===== config.mk =====
export PLATFORM = sky130hd
export DESIGN_NAME = rpm_manager
export DESIGN_NICKNAME = d
export VERILOG_FILES = /design/src/hdl/rpm_pkg.sv /design/src/hdl/rpm_addr_decode.sv /design/src/hdl/rpm_filter.sv /design/src/hdl/rpm_manager.sv
export SDC_FILE = /design/constraint.sdc
export NUM_CORES = 1
export LEC_CHECK = 0
export ABC_AREA = 1
export BUFFER_PORTS_ARGS = -buffer_cell sky130_fd_sc_hd__buf_2
export CORE_UTILIZATION = 40
export CTS_BUF_LIST = sky130_fd_sc_hd__clkbuf_8
export DETAILED_ROUTE_END_ITERATION = 10
export PLACE_DENSITY = 0.82
export SETUP_SLACK_MARGIN = 0.05
export SYNTH_ARGS = -nofsm -noshare
export SYNTH_HDL_FRONTEND = slang
export SYNTH_SLANG_ARGS = --single-unit

===== constraint.sdc =====
create_clock -name clock -period 2 [get_ports clock]
set_clock_uncertainty 0.05 [all_clocks]
set_input_delay 0.3 -clock clock [delete_from_list [all_inputs] [get_ports clock]]
set_output_delay 0.3 -clock clock [all_outputs]
set_load 0.1 [all_outputs]

===== src/hdl/rpm_pkg.sv =====
package rpm_pkg;

	// ------------------------------------------------------------
	// Timing
	// ------------------------------------------------------------
	localparam int CLK_HZ = 25000000;
	localparam int BRN_GLITCH_HCLK = 20;
	// Low-frequency RC oscillator taken as 10 kHz, one cycle is 100000 ns
	localparam int LFRC_PERIOD_NS = 100000;
	localparam int CLK_PERIOD_NS = 1000000000 / CLK_HZ;
	localparam int LFRC_CYCLES = (LFRC_PERIOD_NS + CLK_PERIOD_NS - 1) / CLK_PERIOD_NS;
	localparam int BRN_GLITCH_CYC = (LFRC_CYCLES > BRN_GLITCH_HCLK) ? LFRC_CYCLES :
		BRN_GLITCH_HCLK;
	// Reset outputs stay up this many edges after the last request
	localparam int RST_HOLD_CYC = 3;
	localparam int EXT_RST_IRC_CYCLES = 768;
	// Internal RC at 22.1184 MHz: 768 cycles are 34722 ns, rounded up
	localparam int EXT_RST_NS = 34723;
	localparam int EXT_RST_CYC = (EXT_RST_NS + CLK_PERIOD_NS - 1) / CLK_PERIOD_NS;

	// ------------------------------------------------------------
	// Bit positions
	// ------------------------------------------------------------
	localparam int IPRST_CHIP_BIT = 0;
	localparam int IPRST_CORE_BIT = 1;
	localparam int AIRCR_SYSRST_BIT = 2;
	localparam int BOOT_SEL_BIT = 1;
	localparam int BODCTL_EN_BIT = 0;
	localparam int BODCTL_LVL_LSB = 1;
	localparam int BODCTL_IFCLR_BIT = 4;
	localparam int CFG_BRN_EN_BIT = 23;
	localparam int CFG_BRN_LVL_LSB = 21;
	localparam int CFG_BRN_RST_BIT = 20;

	// Reset source status flag positions
	localparam int RS_POR = 0;
	localparam int RS_PIN = 1;
	localparam int RS_WDT = 2;
	localparam int RS_LOWV = 3;
	localparam int RS_BRN = 4;
	localparam int RS_LOCKUP = 5;
	localparam int RS_CHIP = 6;
	localparam int RS_MCU = 7;
	localparam int RS_CORE = 8;
	localparam int RS_N = 9;

	// ------------------------------------------------------------
	// Memory map
	// ------------------------------------------------------------
	localparam logic [31:0] FLASH_BASE = 32'h0000_0000;
	localparam logic [31:0] FLASH_LAST = 32'h0000_7fff;
	localparam logic [31:0] SRAM_BASE = 32'h2000_0000;
	localparam logic [31:0] SRAM_LAST = 32'h2000_0fff;
	localparam logic [31:0] SYS_BASE = 32'h5000_0000;
	localparam logic [31:0] SYS_LAST = 32'h5000_01ff;
	localparam logic [31:0] CLKC_BASE = 32'h5000_0200;
	localparam logic [31:0] CLKC_LAST = 32'h5000_02ff;
	localparam logic [31:0] INTM_BASE = 32'h5000_0300;
	localparam logic [31:0] INTM_LAST = 32'h5000_03ff;
	localparam logic [31:0] GPIO_BASE = 32'h5000_4000;
	localparam logic [31:0] GPIO_LAST = 32'h5000_7fff;
	localparam logic [31:0] FLC_BASE = 32'h5000_c000;
	localparam logic [31:0] FLC_LAST = 32'h5000_ffff;
	localparam logic [31:0] WDT_BASE = 32'h4000_4000;
	localparam logic [31:0] WDT_LAST = 32'h4000_40ff;
	localparam logic [31:0] WINWD_BASE = 32'h4000_4100;
	localparam logic [31:0] WINWD_LAST = 32'h4000_47ff;
	localparam logic [31:0] TMR_BASE = 32'h4001_0000;
	localparam logic [31:0] TW0_BASE = 32'h4002_0000;
	localparam logic [31:0] SPI_BASE = 32'h4003_0000;
	localparam logic [31:0] PWM_BASE = 32'h4004_0000;
	localparam logic [31:0] SER0_BASE = 32'h4005_0000;
	localparam logic [31:0] ACMP_BASE = 32'h400d_0000;
	localparam logic [31:0] ADC_BASE = 32'h400e_0000;
	localparam logic [31:0] TW1_BASE = 32'h4012_0000;
	localparam logic [31:0] SER1_BASE = 32'h4015_0000;
	localparam logic [31:0] APB_WIN_MASK = 32'hffff_c000;
	localparam logic [31:0] SYST_BASE = 32'he000_e010;
	localparam logic [31:0] SYST_LAST = 32'he000_e0ff;
	localparam logic [31:0] NVIC_BASE = 32'he000_e100;
	localparam logic [31:0] NVIC_LAST = 32'he000_ecff;
	localparam logic [31:0] SCB_BASE = 32'he000_ed00;
	localparam logic [31:0] SCB_LAST = 32'he000_ed8f;

	// One-hot select positions
	localparam int SEL_FLASH = 0;
	localparam int SEL_SRAM = 1;
	localparam int SEL_SYS = 2;
	localparam int SEL_CLKC = 3;
	localparam int SEL_INTM = 4;
	localparam int SEL_GPIO = 5;
	localparam int SEL_FLC = 6;
	localparam int SEL_WDT = 7;
	localparam int SEL_WINWD = 8;
	localparam int SEL_TMR = 9;
	localparam int SEL_TW0 = 10;
	localparam int SEL_SPI = 11;
	localparam int SEL_PWM = 12;
	localparam int SEL_SER0 = 13;
	localparam int SEL_ACMP = 14;
	localparam int SEL_ADC = 15;
	localparam int SEL_TW1 = 16;
	localparam int SEL_SER1 = 17;
	localparam int SEL_SYST = 18;
	localparam int SEL_NVIC = 19;
	localparam int SEL_SCB = 20;
	localparam int SEL_N = 21;

	typedef enum logic [1:0] {
		RPM_NORMAL,
		RPM_IDLE,
		RPM_PDOWN
	} rpm_mode_t;

endpackage : rpm_pkg


===== src/hdl/rpm_addr_decode.sv =====
`timescale 1ns/10ps
`default_nettype none

module rpm_addr_decode
	import rpm_pkg::*;
(
	input wire logic [31:0] addr,
	output logic [SEL_N-1:0] sel,
	output logic unmapped
);

	function automatic logic in_rng(input logic [31:0] a, input logic [31:0] lo,
		input logic [31:0] hi);
		in_rng = (a >= lo) && (a <= hi);
	endfunction : in_rng

	function automatic logic in_win(input logic [31:0] a, input logic [31:0] base);
		in_win = (a & APB_WIN_MASK) == base;
	endfunction : in_win

	always_comb begin
		sel = '0;
		sel[SEL_FLASH] = in_rng(addr, FLASH_BASE, FLASH_LAST);
		sel[SEL_SRAM] = in_rng(addr, SRAM_BASE, SRAM_LAST);
		sel[SEL_SYS] = in_rng(addr, SYS_BASE, SYS_LAST);
		sel[SEL_CLKC] = in_rng(addr, CLKC_BASE, CLKC_LAST);
		sel[SEL_INTM] = in_rng(addr, INTM_BASE, INTM_LAST);
		sel[SEL_GPIO] = in_rng(addr, GPIO_BASE, GPIO_LAST);
		sel[SEL_FLC] = in_rng(addr, FLC_BASE, FLC_LAST);
		sel[SEL_WDT] = in_rng(addr, WDT_BASE, WDT_LAST);
		sel[SEL_WINWD] = in_rng(addr, WINWD_BASE, WINWD_LAST);
		sel[SEL_TMR] = in_win(addr, TMR_BASE);
		sel[SEL_TW0] = in_win(addr, TW0_BASE);
		sel[SEL_SPI] = in_win(addr, SPI_BASE);
		sel[SEL_PWM] = in_win(addr, PWM_BASE);
		sel[SEL_SER0] = in_win(addr, SER0_BASE);
		sel[SEL_ACMP] = in_win(addr, ACMP_BASE);
		sel[SEL_ADC] = in_win(addr, ADC_BASE);
		sel[SEL_TW1] = in_win(addr, TW1_BASE);
		sel[SEL_SER1] = in_win(addr, SER1_BASE);
		sel[SEL_SYST] = in_rng(addr, SYST_BASE, SYST_LAST);
		sel[SEL_NVIC] = in_rng(addr, NVIC_BASE, NVIC_LAST);
		sel[SEL_SCB] = in_rng(addr, SCB_BASE, SCB_LAST);
		unmapped = ~|sel;
	end

endmodule : rpm_addr_decode

`default_nettype wire


===== src/hdl/rpm_filter.sv =====
`timescale 1ns/10ps
`default_nettype none

// Stable-level filter: output follows the input only after it has held for CYC cycles
module rpm_filter #(
	parameter int CYC = 20,
	parameter logic INIT = 1'b0
) (
	input wire logic clock,
	input wire logic sys_rst,
	input wire logic enable,
	input wire logic raw,
	output logic level
);

	logic [15:0] cnt_q;

	always_ff @(posedge clock or posedge sys_rst) begin
		if (sys_rst) begin
			cnt_q <= 16'h0000;
			level <= INIT;
		end else if (!enable) begin
			cnt_q <= 16'h0000;
			level <= INIT;
		end else if (raw == level) begin
			cnt_q <= 16'h0000;
		end else if (cnt_q >= 16'(CYC - 1)) begin
			cnt_q <= 16'h0000;
			level <= raw;
		end else begin
			cnt_q <= cnt_q + 16'h0001;
		end
	end

endmodule : rpm_filter

`default_nettype wire


===== src/hdl/rpm_manager.sv =====
// Behaviour
// - Each reset source sets a status flag readable by software; both watchdogs share one flag.
// - POR, pin, watchdogs, low voltage, brown-out and lockup cause system reset.
// - Writing one to whole_chip_reset_bit resets the whole chip.
// - Writing one to core_only_reset_bit resets only the core.
// - Whole-chip reset reloads boot_select_bit from configuration.
// - system_reset_request_bit gives MCU reset keeping boot_select_bit software value.
// - Brown-out monitored only while brownout_enable is set.
// - Brown-out threshold chosen by two-bit level field.
// - Brown-out reset held until supply high longer than de-glitch time.
// - Power-up brown-out defaults come from user_config_word_zero bits 23, 22:21, 20.
// - External reset pin counts only after staying low 768 RC cycles.
// - Wait-for-interrupt without power-down enters Idle; any interrupt returns Normal.
// - Sleep-deep plus power-down plus wait-for-interrupt enters Power-down.
// - Power-down left only on chip or core reset or on watchdog, two-wire, timer, serial, brown-out, pin wake.
// - Two-wire falling edge on data or clock line wakes from Power-down.
// - Flash and SRAM decoded at their fixed ranges.
// - High-speed bus decode for system, clock, interrupt mux, pins, flash control.
// - Peripheral bus decode with 16 KB windows for timers and two-wire ports.
// - Core system control block and interrupt controller decoded.
`timescale 1ns/10ps
`default_nettype none

module rpm_manager
	import rpm_pkg::*;
(
	input wire logic clock,
	input wire logic sys_rst,
	input wire logic por_event,
	input wire logic external_reset_pin_n,
	input wire logic wdt_timeout,
	input wire logic window_wdt_timeout,
	input wire logic low_voltage_reset,
	input wire logic core_lockup,
	input wire logic avdd_below_low,
	input wire logic [3:0] avdd_below_lvl,
	input wire logic [31:0] user_config_word_zero,
	input wire logic ip_reset_wr,
	input wire logic [31:0] ip_reset_ctl_0,
	input wire logic aircr_wr,
	input wire logic [31:0] app_interrupt_reset_ctl,
	input wire logic brownout_ctl_wr,
	input wire logic [31:0] brownout_ctl,
	input wire logic boot_sel_wr,
	input wire logic boot_sel_wdata,
	input wire logic status_clr_wr,
	input wire logic [RS_N-1:0] status_clr_mask,
	input wire logic wfi,
	input wire logic sleep_deep,
	input wire logic pd_enable,
	input wire logic any_irq,
	input wire logic wake_wdt,
	input wire logic wake_timer,
	input wire logic wake_serial,
	input wire logic wake_brownout,
	input wire logic wake_gpio,
	input wire logic tw_sda,
	input wire logic tw_scl,
	input wire logic [31:0] bus_addr,
	output logic [RS_N-1:0] reset_source_status,
	output logic chip_rst,
	output logic core_rst,
	output logic boot_select_bit,
	output logic brownout_enable,
	output logic [1:0] brownout_level_select,
	output logic brownout_reset_enable,
	output logic brownout_detected,
	output logic brownout_int_flag,
	output logic [1:0] power_mode,
	output logic core_clk_en,
	output logic hclk_en,
	output logic [SEL_N-1:0] bus_sel,
	output logic bus_unmapped
);

	// ------------------------------------------------------------
	// Brown-out detector
	// ------------------------------------------------------------
	logic brn_raw;
	logic brn_low;
	logic pin_low;
	logic cfg_load_q;

	assign brn_raw = avdd_below_lvl[brownout_level_select];

	rpm_filter #(.CYC(BRN_GLITCH_CYC), .INIT(1'b0)) u_brn_flt (
		.clock(clock),
		.sys_rst(sys_rst),
		.enable(brownout_enable),
		.raw(brn_raw),
		.level(brn_low)
	);

	rpm_filter #(.CYC(EXT_RST_CYC), .INIT(1'b0)) u_pin_flt (
		.clock(clock),
		.sys_rst(sys_rst),
		.enable(1'b1),
		.raw(~external_reset_pin_n),
		.level(pin_low)
	);

	assign brownout_detected = brn_low;

	// Defaults load on the first edge after release, since an async reset may only load constants
	always_ff @(posedge clock or posedge sys_rst) begin
		if (sys_rst) begin
			cfg_load_q <= 1'b1;
		end else begin
			cfg_load_q <= 1'b0;
		end
	end

	always_ff @(posedge clock or posedge sys_rst) begin
		if (sys_rst) begin
			brownout_enable <= 1'b0;
			brownout_level_select <= 2'h0;
			brownout_reset_enable <= 1'b0;
		end else if (cfg_load_q || por_event) begin
			brownout_enable <= user_config_word_zero[CFG_BRN_EN_BIT];
			brownout_level_select <= user_config_word_zero[CFG_BRN_LVL_LSB +: 2];
			brownout_reset_enable <= user_config_word_zero[CFG_BRN_RST_BIT];
		end else if (brownout_ctl_wr) begin
			brownout_enable <= brownout_ctl[BODCTL_EN_BIT];
			brownout_level_select <= brownout_ctl[BODCTL_LVL_LSB +: 2];
		end
	end

	logic brn_low_q;
	always_ff @(posedge clock or posedge sys_rst) begin
		if (sys_rst) begin
			brn_low_q <= 1'b0;
			brownout_int_flag <= 1'b0;
		end else begin
			brn_low_q <= brn_low;
			// A new event wins over a clear in the same cycle
			if (brn_low && !brn_low_q) begin
				brownout_int_flag <= 1'b1;
			end else if (brownout_ctl_wr && brownout_ctl[BODCTL_IFCLR_BIT]) begin
				brownout_int_flag <= 1'b0;
			end
		end
	end

	// ------------------------------------------------------------
	// Reset sources
	// ------------------------------------------------------------
	logic chip_req;
	logic mcu_req;
	logic core_req;
	logic brn_rst;
	logic [RS_N-1:0] src_ev;
	logic [3:0] hold_q;

	assign chip_req = ip_reset_wr && ip_reset_ctl_0[IPRST_CHIP_BIT];
	assign core_req = ip_reset_wr && ip_reset_ctl_0[IPRST_CORE_BIT];
	assign mcu_req = aircr_wr && app_interrupt_reset_ctl[AIRCR_SYSRST_BIT];
	assign brn_rst = brn_low && brownout_reset_enable;

	always_comb begin
		src_ev = '0;
		src_ev[RS_POR] = por_event;
		src_ev[RS_PIN] = pin_low;
		src_ev[RS_WDT] = wdt_timeout || window_wdt_timeout;
		src_ev[RS_LOWV] = low_voltage_reset;
		src_ev[RS_BRN] = brn_rst;
		src_ev[RS_LOCKUP] = core_lockup;
		src_ev[RS_CHIP] = chip_req;
		src_ev[RS_MCU] = mcu_req;
		src_ev[RS_CORE] = core_req;
	end

	// Flags sit outside the chip reset so software can see what caused it
	always_ff @(posedge clock or posedge sys_rst) begin
		if (sys_rst) begin
			reset_source_status <= '0;
		end else begin
			for (int i = 0; i < RS_N; i++) begin
				if (src_ev[i]) begin
					reset_source_status[i] <= 1'b1;
				end else if (status_clr_wr && status_clr_mask[i]) begin
					reset_source_status[i] <= 1'b0;
				end
			end
		end
	end

	// Software resets hold for a few cycles; level sources hold while active
	logic sys_src;
	assign sys_src = |src_ev[RS_MCU:RS_POR];

	always_ff @(posedge clock or posedge sys_rst) begin
		if (sys_rst) begin
			hold_q <= 4'h0;
			chip_rst <= 1'b0;
			core_rst <= 1'b0;
		end else begin
			if (sys_src || core_req) begin
				hold_q <= 4'(RST_HOLD_CYC);
			end else if (hold_q != 4'h0) begin
				hold_q <= hold_q - 4'h1;
			end
			if (sys_src) begin
				chip_rst <= 1'b1;
				core_rst <= 1'b1;
			end else if (core_req) begin
				core_rst <= 1'b1;
			end else if (hold_q == 4'h1) begin
				chip_rst <= 1'b0;
				core_rst <= 1'b0;
			end
		end
	end

	// Boot select: chip-level resets reload it, MCU reset keeps it
	always_ff @(posedge clock or posedge sys_rst) begin
		if (sys_rst) begin
			boot_select_bit <= 1'b0;
		end else if (cfg_load_q || (sys_src && !mcu_req)) begin
			boot_select_bit <= user_config_word_zero[BOOT_SEL_BIT];
		end else if (mcu_req) begin
			boot_select_bit <= boot_select_bit;
		end else if (boot_sel_wr) begin
			boot_select_bit <= boot_sel_wdata;
		end
	end

	// ------------------------------------------------------------
	// Power modes
	// ------------------------------------------------------------
	rpm_mode_t mode_q;
	rpm_mode_t mode_d;
	logic sda_q;
	logic scl_q;
	logic tw_wake;
	logic pd_wake;

	always_ff @(posedge clock or posedge sys_rst) begin
		if (sys_rst) begin
			sda_q <= 1'b1;
			scl_q <= 1'b1;
		end else begin
			sda_q <= tw_sda;
			scl_q <= tw_scl;
		end
	end

	assign tw_wake = (sda_q && !tw_sda) || (scl_q && !tw_scl);
	assign pd_wake = wake_wdt || tw_wake || wake_timer || wake_serial || wake_brownout ||
		wake_gpio;

	always_comb begin
		mode_d = mode_q;
		case (mode_q)
			RPM_NORMAL: begin
				if (wfi && sleep_deep && pd_enable) begin
					mode_d = RPM_PDOWN;
				end else if (wfi) begin
					mode_d = RPM_IDLE;
				end
			end
			RPM_IDLE: begin
				if (any_irq) begin
					mode_d = RPM_NORMAL;
				end
			end
			RPM_PDOWN: begin
				if (pd_wake) begin
					mode_d = RPM_NORMAL;
				end
			end
			default: mode_d = RPM_NORMAL;
		endcase
	end

	always_ff @(posedge clock or posedge sys_rst) begin
		if (sys_rst) begin
			mode_q <= RPM_NORMAL;
		end else if (chip_rst || core_rst) begin
			mode_q <= RPM_NORMAL;
		end else begin
			mode_q <= mode_d;
		end
	end

	assign power_mode = mode_q;
	assign core_clk_en = (mode_q == RPM_NORMAL);
	assign hclk_en = (mode_q != RPM_PDOWN);

	// ------------------------------------------------------------
	// Address decode
	// ------------------------------------------------------------
	rpm_addr_decode u_dec (
		.addr(bus_addr),
		.sel(bus_sel),
		.unmapped(bus_unmapped)
	);

	// ------------------------------------------------------------
	// Assertions
	// ------------------------------------------------------------
	property p_flag_set;
		@(posedge clock) disable iff (sys_rst) src_ev[RS_LOCKUP] |=> reset_source_status[RS_LOCKUP];
	endproperty
	a_flag_set: assert property (p_flag_set) else $error("lockup flag not set");

	property p_sys_rst;
		@(posedge clock) disable iff (sys_rst) sys_src |=> chip_rst && core_rst;
	endproperty
	a_sys_rst: assert property (p_sys_rst) else $error("system reset not issued");

	property p_core_only;
		@(posedge clock) disable iff (sys_rst)
			(core_req && !sys_src && !chip_rst) |=> core_rst && !chip_rst;
	endproperty
	a_core_only: assert property (p_core_only) else $error("core reset wrong");

	property p_mcu_keep;
		@(posedge clock) disable iff (sys_rst)
			(mcu_req && !cfg_load_q) |=> boot_select_bit == $past(boot_select_bit);
	endproperty
	a_mcu_keep: assert property (p_mcu_keep) else $error("boot select changed");

	property p_brn_off;
		@(posedge clock) disable iff (sys_rst) !brownout_enable |=> !brn_low;
	endproperty
	a_brn_off: assert property (p_brn_off) else $error("brown-out seen while off");

	property p_brn_glitch;
		@(posedge clock) disable iff (sys_rst) $rose(brn_low) |-> $past(brn_raw, 4);
	endproperty
	a_brn_glitch: assert property (p_brn_glitch) else $error("brown-out too fast");

	property p_sticky;
		@(posedge clock) disable iff (sys_rst)
			(reset_source_status[RS_POR] && !(status_clr_wr && status_clr_mask[RS_POR]))
			|=> reset_source_status[RS_POR];
	endproperty
	a_sticky: assert property (p_sticky) else $error("flag lost");

	property p_idle;
		@(posedge clock) disable iff (sys_rst)
			(mode_q == RPM_NORMAL && wfi && !(sleep_deep && pd_enable) && !chip_rst && !core_rst)
			|=> mode_q == RPM_IDLE;
	endproperty
	a_idle: assert property (p_idle) else $error("idle not entered");

	property p_pd_hold;
		@(posedge clock) disable iff (sys_rst)
			(mode_q == RPM_PDOWN && !pd_wake && !chip_rst && !core_rst) |=> mode_q == RPM_PDOWN;
	endproperty
	a_pd_hold: assert property (p_pd_hold) else $error("power-down left early");

	c_pdown: cover property (@(posedge clock) disable iff (sys_rst)
		mode_q == RPM_PDOWN ##1 mode_q == RPM_NORMAL);
	c_idle: cover property (@(posedge clock) disable iff (sys_rst) mode_q == RPM_IDLE);
	c_brn: cover property (@(posedge clock) disable iff (sys_rst) $rose(brn_low));
	c_chip: cover property (@(posedge clock) disable iff (sys_rst) chip_req);

endmodule : rpm_manager

`default_nettype wire


After elaboration in Yosys (flattened, before gate mapping)

Index checks and enable logic that the tools add are counted.

$add $sub $neg: 3
Magnitude comparators: 27
Equal/unequal tests: 22
Mux-type cells: 50
Bitwise operators: 2
Reduce and logical (&&, ||, !) cells: 72

Operator list:

| cell                                                                    | count |
|---|---|
| 32-bit by 31-bit >= comparator with 1-bit output, second input constant | 7 |
| 32-bit by 31-bit <= comparator with 1-bit output, second input constant | 7 |
| 18-bit by 17-bit equality test with 1-bit output, second input constant | 9 |
| 32-bit >= comparator, second input constant                             | 3 |
| 32-bit <= comparator, second input constant                             | 3 |
| 16-bit two-way mux                                                      | 5 |
| 1-bit two-way mux                                                       | 34 |
| 16-bit by 1-bit adder with 16-bit output, second input constant         | 2 |
| 32-bit by 1-bit >= comparator with 1-bit output, second input constant  | 1 |
| 32-bit by 30-bit >= comparator with 1-bit output, second input constant | 1 |
| 32-bit by 15-bit <= comparator with 1-bit output, second input constant | 1 |
| 32-bit by 30-bit <= comparator with 1-bit output, second input constant | 1 |
| 1-bit logical AND                                                       | 32 |
| 2-bit nonzero test                                                      | 14 |
| 21-bit OR reduction                                                     | 1 |
| 16-bit by 10-bit >= comparator with 1-bit output, second input constant | 1 |
| 16-bit by 12-bit >= comparator with 1-bit output, second input constant | 1 |
| 2-bit two-way mux                                                       | 7 |
| 1-bit logical OR                                                        | 11 |
| 4-bit two-way mux                                                       | 2 |
| 2-bit AND reduction                                                     | 4 |
| 8-bit OR reduction                                                      | 1 |
| 2-bit by 1-bit inequality test with 1-bit output, second input constant | 3 |
| 3-bit inequality test, second input constant                            | 2 |
| other kinds (16)                                                        | 23 |

Register bits: 61
Output and inout bits: 44
Logic and storage cells: 202

Logic depth before layout (Yosys ltp)

Gate-level depths: netlist of the first run.

Depth after elaboration: 11
Mapped depth: 13
Gate-level depth less buffers: 13

By module

A second synthesis of the first run with hierarchy kept.

Cells, all modules: 611
Area total of the unflattened synthesis: 4,151.5 µm²

By module, submodules not included:

| module                 | instances | cells an instance | area an instance (µm²) | seq. area each (µm²) |
|---|---|---|---|---|
| rpm_manager            | 1         | 168               | 1,325.0                | 679.4 |
| rpm_addr_decode        | 1         | 264               | 1,217.4                | 0.0 |
| rpm_filter (u_brn_flt) | 1         | 88                | 807.0                  | 425.4 |
| rpm_filter (u_pin_flt) | 1         | 91                | 802.0                  | 425.4 |

Least setup slack after synthesis of the first run

Ideal clock, no wire load.

Kind: input to output
Start: input port bus_addr[24]
End: output port bus_sel[17]
Arrival time: 2.994 ns
Data required time: 1.650 ns
Path slack: -1.344 ns
Stages on the path: 6
Buffers on the path: 1
Path through: nor2_1 -> nand2_1 -> nor2_1 -> buf_4 -> nand2_1 -> nor3_1

Cells in the longest elaborated chain, start to end: 1

Ends and longest elaborated chain:

| element                                          | line                  | source |
|---|---|---|
| start: declaration                               | rpm_manager.sv:59     | `input wire logic [31:0] bus_addr,` |
| 18-bit by 17-bit equality test with 1-bit output | rpm_addr_decode.sv:18 | `in_win = (a & APB_WIN_MASK) == base;` |
| end: declaration                                 | rpm_manager.sv:72     | `output logic [SEL_N-1:0] bus_sel,` |

No other way between the ends.

Worst setup path in the final report of the first run

Start: input port bus_addr[16]
End: output port bus_unmapped

Cells in the longest elaborated chain, start to end: 4
Elaborated cells between the ends (all ways): 47
Those cells by class: order compare: 24; eq/ne: 9; reduce/logical: 14

Ends and longest elaborated chain:

| element                                                                 | line                  | source |
|---|---|---|
| 32-bit by 1-bit >= comparator with 1-bit output (tied with other cells) | rpm_addr_decode.sv:14 | `in_rng = (a >= lo) && (a <= hi);` |
| 1-bit logical AND                                                       | rpm_addr_decode.sv:14 |  |
| 21-bit OR reduction (*)                                                 | rpm_addr_decode.sv:44 | `unmapped = ~\|sel;` |
| 1-bit logical NOT (*)                                                   | rpm_addr_decode.sv:44 |  |
| end: declaration                                                        | rpm_manager.sv:73     | `output logic bus_unmapped` |

Mark *: on every way between the ends. The rest lies on a longest branch, timed or not.

==> results of run 1 <==
cell usage after synthesis, drive strengths merged:
master,count
a211oi,1
a21o,4
a21oi,12
a31oi,2
and2,1
buf,2
clkbuf,1
clkinv,3
conb,1
dfrtp,58
dfstp,3
ha,5
inv,73
mux2,1
nand2,137
nand3,31
nand3b,2
nand4,11
nor2,99
nor3,22
nor3b,3
nor4,4
o2111a,1
o211a,1
o211ai,2
o21ai,20
o21bai,1
o22ai,2
or2,1
or3,1
xnor2,5
xor2,7
registers in the layout, indices dropped and copies added (netlist names):
register / flops
brownout_enable: 1
u_brn_flt.level: 1
u_brn_flt.cnt_q: 16
brownout_reset_enable: 1
u_pin_flt.cnt_q: 16
core_rst: 1
u_pin_flt.level: 1
brownout_int_flag: 1
reset_source_status: 9
power_mode: 2
brownout_level_select: 2
boot_select_bit: 1
sda_q: 1
scl_q: 1
cfg_load_q: 1
chip_rst: 1
hold_q: 4
brn_low_q: 1
critical path, delay by kind of cell:
| kind | cells | cell delay, ps |
|---|---|---|
| buf+inv | 3 | 400 |
| simple gates | 10 | 1040 |
layer usage:
metal  up-vias  GRT usage
li1       2035          -
met1      1938      0.228
met2       180      0.433
met3        25     0.0475
met4         0     0.0987
met5         -          0
kinds of logic after synthesis:
logic type                 after synthesis
muxes                                    1
and+or+nand+nor                        312
other                                    1
DFF                                     61
AOI/OAI and AO/OA                       46
adders and majority gates                5
buffers and inverters                   79
xor gates and xnor gates                12
through the flow:
step	util	cell area [µm²]	setup TNS (ps)
finish	0.665	5920	-167
global route	0.665	5920	-705
CTS	0.644	5730	-127
detailed placement	0.609	5420	-667
global placement	0.609	5420	-376
floorplan	-	3920	-633
power groups by stage:
stage          clock network [mW]  registers [mW]  logic (mW)
2_1_floorplan                   0            1.59       0.215
6_report                    0.931            1.32       0.777
3_3_place_gp                    0            1.34       0.709
3_5_place_dp                    0            1.34       0.726
4_1_cts                     0.941            1.32       0.747
5_1_grt                      1.00            1.33       0.826
final timing paths:
check	end	slack, ps	depth (start not counted)	startpoint
setup / recovery	bus_unmapped	-100	13	bus_addr[16]
hold / removal	sda_q	20	1	tw_sda
setup reg to reg	u_brn_flt.cnt_q[2]	240	7	u_brn_flt.cnt_q[0]
hold reg to reg	brownout_int_flag	390	1	brn_low_q
max in group asynchronous	hold_q[0]	850	4	sys_rst
min in group asynchronous	core_rst	480	3	sys_rst
layout make-up:
type | instances | share of cell area
Timing Repair Buffer | 185 | 0.257
Inverter | 76 | 0.0541
Tap cell | 108 | 0.0228
Sequential cell | 61 | 0.259
Multi-Input combinational cell | 387 | 0.379
Clock buffer | 9 | 0.0209
Clock inverter | 7 | 0.00740
what timing repair did:
item | 4_1_cts | 5_1_grt
endpoints found under the hold margin | 19 | 1
pin swaps | 25 | 27
resized for setup | 37 | 50
hold buffers | 1 | 1
setup buffers | 1 | 2
setup endpoints to repair | 14 | 23
==> summary.md, run 1 <==
| Metric | Value |
|---|---|
| Relative slew slack | 0.657 |
| Top cell type's share of synthesized area | 0.389 |
| Area leader, netlist | dfrtp_1 |
| Initial antenna violation count | 0 |
| Crit-path cells | buf_6 -> nor2_4 -> nand2_2 -> nor2_4 -> buf_6 -> nand2_4 -> nor2_1 -> nand4_1 -> nand2_1 -> nor2_4 -> nand3_2 -> nor2_4 -> buf_12 |
| Post-DP HPWL | between 8000 and 9000 µm |
| Crit end category | output pin |
| Net Sw Power | 1.08 mW |
| Highest routed layer | met4 |
| Placed Instances | roughly 800 |
| Row cnt | 34 |
| Crit path required time | ~1700 ps |
| WL met1 | ~4000 µm |
| CTS tree | built |
| Outcome | finished, violations left |
| Routed length per instance | between 10 and 15 µm |
| Setup violators final | 5 |
| MaxCap Viol Count | 0 |
| WL final | 10800 µm |
| Vias in the first global route | 4143 |
| Overall power | between 3 and 4 mW |
| Worst-path clk slew | roughly 70 ps |
| Initial drt markers | 120 |
| Simple-Gate Fraction of Synth Area | 0.384 |
| Root buffer cell | clkbuf_8 |
| N_diodes | 0 |
| Period Utilization, post-route | 1.05 |
| Crit path largest cell delay | ~190 ps |
| Most frequent cells in the layout | nand2_1 (116), buf_2 (94), nor2_1 (65) |
| # clock sinks | 61 |
| Tmin final | between 2000 and 2500 ps |
| I/O Buffers | ~130 |
| Finished Layout Cells | about 830 |
| GR Overflow Total | 0 |
| Main combinational cell family by area after synthesis | simple AND/OR/NAND/NOR gates |
| Top post-synthesis cells by area | dfrtp_1 (39%), nand2_1 (13%), nor2_1 (8.6%) |
| Mux share of post-synthesis cell area | 0.00302 |
| Hold Crit Class | input port to register |
| Drt pass-1 iters | 10 |
| Pins Over Slew Limit | 0 |
| Footprint of the multi-input gates | approximately 2200 µm² |
| Final antenna-violating net count | 0 |
| Total track usage | 0.223 |
| Largest net degree at the start of global routing | 40 |
| Vias/cell | about 5 |
| Clock latency on the worst-skew pair | 340 ps |
| Die extent in x | a little under 100 µm |
| Yosys warning count | 0 |
| Leakage | between 2 and 3 nW |
| Final setup margin | -97.2 ps |
| Adder-cell share of the synthesized area | 0.0168 |
| Htree depth | 3 |
| Max Clock Freq | 0.477 GHz |
| Failing checks | DRC, setup timing |
| CP startpoint kind | input port |
| Clk pwr share | 0.307 |
| Vias | approximately 4200 |
| Reg power frac | 0.437 |
| WL met2 | roughly 6000 µm |
| Avg Inst Size Synth | a little over 7 µm² |
| Worst-Margin Slew | ~520 ps |
| Share of layout cells above drive strength 1 | 0.415 |
| First-pass GRT wire length | ~17000 µm |
| RSZ-0062 raised after global routing | true |
| CP max-delay cell | nor2_4 |
| Register area | between 1500 and 2000 µm² |
| Mapped Area | approximately 3700 µm² |
| Gate Count Post-Synth | about 520 |
| Sw Ratio | 0.355 |
| Register area share after synthesis | 0.410 |
| WS Path Type | input port to output pin |
| # IOs | 243 |
| Met3 WL | around 650 µm |
| Routability cong. | around 0.87 |
| Initial core utilization | 0.419 |
| Worst-path fanout max | 5 |
| Min Hold Slack | around 23 ps |
| Post-synth cell types | between 40 and 50 |
| Post-Place Setup Slack | -124 ps |
| P_int | between 1.5 and 2 mW |
| Fill cells | about 640 |
| Most frequent CP cell | nor2_4 |
| Die Footprint | ~9700 µm² |
| Syn-to-layout area delta | 58.7% |
| Synth Area in XOR/XNOR | 0.0282 |
| DRC errors left | 9 |
| Post-synthesis compound-gate area fraction | 0.0758 |
| Critical path data arrival time | between 1500 and 2000 ps |
| Combinational share of power | 0.256 |
| Die H | approximately 99 µm |
| Commonest non-fill, non-tap cell in the layout | nand2_1 |
| Seq cells post-synth | about 60 |
| Hold Fails Final Rpt | 0 |
| Clock Path Buffers | 2 |
| Core Box Area | between 8000 and 9000 µm² |
| Num CTS Buffers | 9 |
| Pwr Density | a little over 500 nW/µm² |
| Nets | approximately 920 |
| Worst VDD drop | between 0.0006 and 0.0007 V |
Power figures use the tool's default switching activity.
==> run 2: changes to the inputs <==
--- a/config.mk
+++ b/config.mk
@@ -10,7 +10,7 @@
 export CORE_UTILIZATION = 40
 export CTS_BUF_LIST = sky130_fd_sc_hd__clkbuf_8
 export DETAILED_ROUTE_END_ITERATION = 10
-export PLACE_DENSITY = 0.82
+export PLACE_DENSITY = 0.85
 export SETUP_SLACK_MARGIN = 0.05
 export SYNTH_ARGS = -nofsm -noshare
 export SYNTH_HDL_FRONTEND = slang
==> constraint.sdc (replaced) <==
create_clock -name clock -period 1.9 [get_ports clock]
set_clock_uncertainty 0.05 [all_clocks]
set_input_delay 0.285 -clock clock [delete_from_list [all_inputs] [get_ports clock]]
set_output_delay 0.285 -clock clock [all_outputs]
set_load 0.1 [all_outputs]
==> run 2 against run 1 <==
  * Sequential share of layout area is 0.91 points lower
  * Power is 7.2% higher
  * Cell count is 1.9% higher
  * Clock power is 7.2% higher
  * Sequential cell count stayed put
  * Sequential power is 6% higher
  * Wire length is 7.6% higher
  * First-iteration DRC count is 34% higher
  * Via count is 4.5% higher
  * Critical path type unchanged
  * The flow still finishes with violations (DRC, setup timing)
  * Die area stayed put
==> summary.md, run 2 (same netlist as run 1, synthesis figures left out) <==
| Metric | Value |
|---|---|
| Outcome | finished, violations left |
| Failing checks | DRC, setup timing |
| Core Util, Final | 0.691 (+0.0259) |
| WS Path Type | input port to output pin |
| Max Clock Freq | between 0.4 and 0.5 GHz |
| MaxCap Viol Count | 0 (unchanged) |
| Total track usage | 0.234 (+0.0112) |
| Share of layout cells above drive strength 1 | 0.439 (+0.0234) |
| CP startpoint kind | input port |
| Biggest regs | u_brn_flt.cnt_q (16), u_pin_flt.cnt_q (16), reset_source_status (9) |
| Drt pass-1 iters | 11 (+1) |
| Die H | 98.5 µm (unchanged) |
| RSZ-0062 raised after global routing | true |
| Clock Path Buffers | 2 (unchanged) |
| Leakage | 2.99 nW (+2.8%) |
| Num CTS Buffers | 9 (unchanged) |
| Htree depth | 3 (unchanged) |
| Nets | 940 (+1.7%) |
| Reg2reg setup slack | 210 ps (-30 ps) |
| Placed Instances | 819 (+0.86%) |
| Critical path data arrival time | 1750 ps (about the same) |
| Die extent in x | 98.5 µm (unchanged) |
| Commonest non-fill, non-tap cell in the layout | nand2_1 |
| Vias/cell | 5.14 (+2.5%) |
| Most frequent cells in the layout | nand2_1 (119), buf_2 (93), nor2_1 (63) |
| Initial core utilization | 0.419 (unchanged) |
| Syn-to-layout area delta | 64.9% |
| Largest net degree at the start of global routing | 34 (-15%) |
| Period Utilization, post-route | 1.10 |
| Worst-path fanout max | 6 (+1) |
| I/O Buffers | 125 (unchanged) |
| Setup violators final | 18 (+13) |
| Crit end category | output pin |
| WL final | 11600 µm (+7.6%) |
| Hold Crit Class | input port to register |
| Hold endpoint | sda_q |
| Post-Place Setup Slack | -210 ps (-86.2 ps) |
| Routed length per instance | 13.7 µm (+5.6%) |
| Initial antenna violation count | 0 (unchanged) |
| Pins Over Slew Limit | 0 (unchanged) |
| Final setup margin | -188 ps (-90.5 ps) |
| Final antenna-violating net count | 0 (unchanged) |
| DRC errors left | 8 (-1) |
| Pwr Density | 529 nW/µm² (+3.2%) |
| Row cnt | 34 (unchanged) |
| Worst-path clk slew | 60 ps (about the same) |
| Tmin final | roughly 2100 ps |
| # clock sinks | 61 (unchanged) |
| Clock latency on the worst-skew pair | 330 ps (about the same) |
| Core Box Area | 8890 µm² (unchanged) |
| Hold Fails Final Rpt | 0 (unchanged) |
| First-pass GRT wire length | 18500 µm (+7.1%) |
| # IOs | 243 (unchanged) |
| Vias | 4366 (+4.5%) |
| Die Footprint | 9710 µm² (unchanged) |
| CTS tree | built |
| Hold path start | tw_sda |
| Hold-critical path depth | 1 (unchanged) |
| N_diodes | 0 (unchanged) |
| Root buffer cell | clkbuf_8 |
| Routability cong. | 0.922 (+5.5%) |
| Overall power | 3.25 mW (+7.2%) |
| Vias in the first global route | 4482 (+8.2%) |
| Initial drt markers | 161 (+34%) |
| Crit path required time | 1560 ps (-90 ps) |
| Post-route setup TNS | -1360 ps (-1190 ps) |
| Worst reg2reg startpoint | u_brn_flt.cnt_q[1] |
| Worst VDD drop | 0.000527 V (-18%) |
| R2r endpoint | u_brn_flt.cnt_q[10] |
| Worst reg-to-reg path cell count | 7 (unchanged) |
| Post-DP HPWL | 8450 µm (+4.4%) |
| GR Overflow Total | 0 (unchanged) |
| Finished Layout Cells | 849 (+1.9%) |
[run 2: cell types whose count changed in the layout (fill, tap and decap cells not counted), moves of 4 or more]
cell / before / now
buf_6: 17 / 25
nand2_2: 15 / 11
nor2_2: 9 / 16
buf_4: 48 / 56
nor2_4: 24 / 19
[run 2: worst max-delay path by stage]
stage                  from            to  slack [ps]  cells past startpoint
2_1_floorplan  bus_addr[19]  bus_unmapped        -430                     10
3_3_place_gp   bus_addr[23]  bus_unmapped        -170                     13
3_5_place_dp   bus_addr[23]  bus_unmapped        -210                     13
4_1_cts        bus_addr[22]  bus_unmapped        -130                     13
5_1_grt        bus_addr[22]  bus_unmapped        -310                     14
6_report       bus_addr[17]  bus_unmapped        -190                     13
[run 2: routing by layer]
metal	part of all wire	routed length (µm)	track usage
met1	0.38	4380	0.244
met2	0.52	6080	0.457
met3	0.067	784	0.0376
met4	0.033	388	0.108
met5	0	0	0
[run 2: through the flow]
stage | area (µm²) | hold slack, ps
after floorplan | 3950 | 239
after global placement | 5520 | 232
after detailed placement | 5520 | 242
after CTS | 5940 | 6.96
after global routing | 6150 | 10.3
final | 6150 | 23.4
[run 2: report_power, final]
group | internal (mW) | total (mW) | switching, mW
Combinational | 0.260 | 0.855 | 0.595
Sequential | 1.36 | 1.40 | 0.0396
Clock | 0.526 | 0.998 | 0.472
[run 2: final cells by class]
class | count | area, µm²
Clock buffer | 11 | 151
Clock inverter | 5 | 21.3
Fill cell | 615 | 2740
Inverter | 76 | 323
Multi-Input combinational cell | 387 | 2290
Sequential cell | 61 | 1540
Tap cell | 108 | 135
Timing Repair Buffer | 201 | 1690
[run 2: repair_timing]
| action | in CTS | in global routing |
|---|---|---|
| buffers inserted | 4 | 10 |
| hold endpoints to repair | 15 | 0 |
| gates resized for setup | 49 | 42 |
| setup endpoints to repair | 21 | 34 |
| hold buffers | 2 | 0 |
| pin swaps | 29 | 20 |
[run 2: critical path, stage by stage]
cell and delay, ps:
buf_6 100, nor2_4 140, nand2_2 80, nor2_4 240
nand2_4 110, inv_4 80, nand2_1 80, nand3_2 80
nand2_1 70, nor2_2 90, nand3_2 100, nor2_4 110
buf_12 180
==> run 3: changes to the inputs <==
--- a/config.mk
+++ b/config.mk
@@ -7,10 +7,12 @@
 export LEC_CHECK = 0
 export ABC_AREA = 1
 export BUFFER_PORTS_ARGS = -buffer_cell sky130_fd_sc_hd__buf_2
-export CORE_UTILIZATION = 40
+export CELL_PAD_IN_SITES_DETAIL_PLACEMENT = 1
+export CELL_PAD_IN_SITES_GLOBAL_PLACEMENT = 1
+export CORE_UTILIZATION = 26
 export CTS_BUF_LIST = sky130_fd_sc_hd__clkbuf_8
 export DETAILED_ROUTE_END_ITERATION = 10
-export PLACE_DENSITY = 0.85
+export PLACE_DENSITY = 0.83
 export SETUP_SLACK_MARGIN = 0.05
 export SYNTH_ARGS = -nofsm -noshare
 export SYNTH_HDL_FRONTEND = slang
==> run 3 against run 2 <==
  * The flow finishes with violations (setup timing)
  * Clock power rose by 21%
  * Via count fell by 2.8%
  * Global-route usage fell by 5.6 points
  * Wire length rose by 11%
  * Setup slack barely moved
  * Critical path depth fell by 1
  * Maximum frequency barely moved
  * Critical endpoint unchanged
  * Highest routed layer unchanged
  * Sequential share of layout area fell by 0.90 points
==> summary.md, run 3 (same netlist as run 1, synthesis figures left out) <==
| Metric | Value |
|---|---|
| Row cnt | 43 (+26%) |
| Hold path start | core_lockup |
| WS Path Type | input port to output pin |
| Worst-path fanout max | 4 (-2) |
| Worst VDD drop | 0.000621 V (+18%) |
| Crit end category | output pin |
| Hold Crit Class | input port to register |
| # IOs | 243 (unchanged) |
| Initial antenna violation count | 0 (unchanged) |
| Fill cells | 1670 (+170%) |
| Initial drt markers | 148 (-8.1%) |
| Vias/cell | 4.58 (-11%) |
| Vias in the first global route | 4655 (+3.9%) |
| Clock latency on the worst-skew pair | 340 ps (about the same) |
| Core Box Area | 13900 µm² (+57%) |
| Num CTS Buffers | 9 (unchanged) |
| Die extent in x | 122 µm (+24%) |
| WL final | 12900 µm (+11%) |
| Failing checks | setup timing |
| Largest net degree at the start of global routing | 36 (+5.9%) |
| Outcome | finished, violations left |
| Total track usage | 0.178 (-0.0557) |
| Crit-path cells | buf_2 -> nor2_1 -> nand2_1 -> buf_4 -> nor2_1 -> nor2_2 -> nand4_1 -> nand2_1 -> inv_1 -> nand3_2 -> nor2_4 -> buf_12 |
| MaxCap Viol Count | 0 (unchanged) |
| Commonest non-fill, non-tap cell in the layout | nand2_1 |
| Pwr Density | 545 nW/µm² (+3.1%) |
| DRC errors left | 0 (-8) |
| Critical path data arrival time | 1750 ps (about the same) |
| Overall power | 3.48 mW (+6.9%) |
| Clock Path Buffers | 2 (unchanged) |
| Post-DP HPWL | 9760 µm (+16%) |
| Setup violators final | 11 (-7) |
| Max Clock Freq | 0.479 GHz (about the same) |
| Syn-to-layout area delta | 71.0% |
| Initial core utilization | 0.268 (-0.152) |
| Routability cong. | 0.801 (-13%) |
| Nets | 945 (+0.53%) |
| CP startpoint kind | input port |
| Worst reg2reg startpoint | u_brn_flt.cnt_q[0] |
| Final antenna-violating net count | 0 (unchanged) |
| First-pass GRT wire length | 21000 µm (+13%) |
| Vias | 4244 (-2.8%) |
| Most frequent cells in the layout | nand2_1 (112), buf_2 (93), buf_4 (66) |
| Pins Over Slew Limit | 0 (unchanged) |
| # clock sinks | 61 (unchanged) |
| Die H | 122 µm (+24%) |
| Worst-path clk slew | 70 ps (about the same) |
| Routed length per instance | 13.9 µm (+1.7%) |
| CP max-delay cell | buf_12 |
| Final setup margin | -187 ps (+0.207 ps) |
| Period Utilization, post-route | 1.10 (about the same) |
| RSZ-0062 raised after global routing | true |
| N_diodes | 0 (unchanged) |
| Min Hold Slack | 91.5 ps (+68.1 ps) |
| Crit path largest cell delay | 180 ps (-60 ps) |
| Htree depth | 3 (unchanged) |
| Hold Fails Final Rpt | 0 (unchanged) |
| Tmin final | 2090 ps (-0.207 ps) |
| Root buffer cell | clkbuf_8 |
| Crit path required time | 1560 ps (about the same) |
| GR Overflow Total | 0 (unchanged) |
| Biggest regs | u_brn_flt.cnt_q (16), u_pin_flt.cnt_q (16), reset_source_status (9) |
| Die Footprint | 14800 µm² (+53%) |
| Drt pass-1 iters | 4 (-7) |
| Post-Place Setup Slack | -265 ps (-55.0 ps) |
| CTS tree | built |
| Leakage | 3.02 nW (+1.1%) |
| Share of layout cells above drive strength 1 | 0.461 (+0.0225) |
| Launch point of the worst path | bus_addr[11] |
| I/O Buffers | 125 (unchanged) |
-- run 3: path summary, 6_finish.rpt --
| kind | to | slack [ps] | cells past startpoint |
|---|---|---|---|
| worst max-delay path | bus_unmapped | -190 | 12 |
| worst min-delay path | reset_source_status[5] | 90 | 2 |
| worst max register to register | u_brn_flt.cnt_q[1] | 190 | 7 |
| worst min register to register | brownout_int_flag | 380 | 1 |
| max in group asynchronous | sda_q | 850 | 4 |
| min in group asynchronous | reset_source_status[3] | 400 | 3 |
-- run 3: through the flow --
| stage | util | cells | TNS [ps] | area [µm²] |
|---|---|---|---|---|
| 5_1_grt | 0.458 | 926 | -1990 | 6380 |
| 4_1_cts | 0.441 | 920 | -750 | 6150 |
| 6_report | 0.458 | 926 | -1060 | 6380 |
| 3_3_place_gp | 0.405 | 897 | -1260 | 5640 |
| 3_5_place_dp | 0.405 | 897 | -1700 | 5640 |
| 2_1_floorplan | - | 527 | -1260 | 3950 |
-- run 3: final cells by class --
type,instances,area (µm²),area share
clock inverter,4,45.0,0.00706
tap,180,225,0.0353
inverter,76,329,0.0516
clock buffer,12,165,0.0259
sequential,61,1540,0.241
multi-input combinational,387,2360,0.370
timing repair buffer,206,1710,0.269
-- run 3: worst max-delay path, delay by kind of cell --
family,cells,cell delay (ps)
and+or+nand+nor,8,920
buffers and inverters,4,550
-- run 3: layer usage --
layer,vias up,global-route usage,wire length [µm]
met3,15,0.0276,519
met2,122,0.357,7310
met1,2031,0.189,4910
li1,2076,-,-
met4,0,0.0486,159
met5,-,0,0
-- run 3: timing repair --
item | CTS | global route
pin swaps | 31 | 27
hold endpoints to repair | 12 | 0
buffers inserted | 4 | 6
hold buffers | 3 | 0
gates cloned | 0 | 0
endpoints found under the setup margin | 32 | 34
gates resized for setup | 62 | 45
-- run 3: where the power goes --
group          switching, mW  internal (mW)
clock network          0.507          0.706
registers             0.0361           1.36
logic                  0.600          0.270
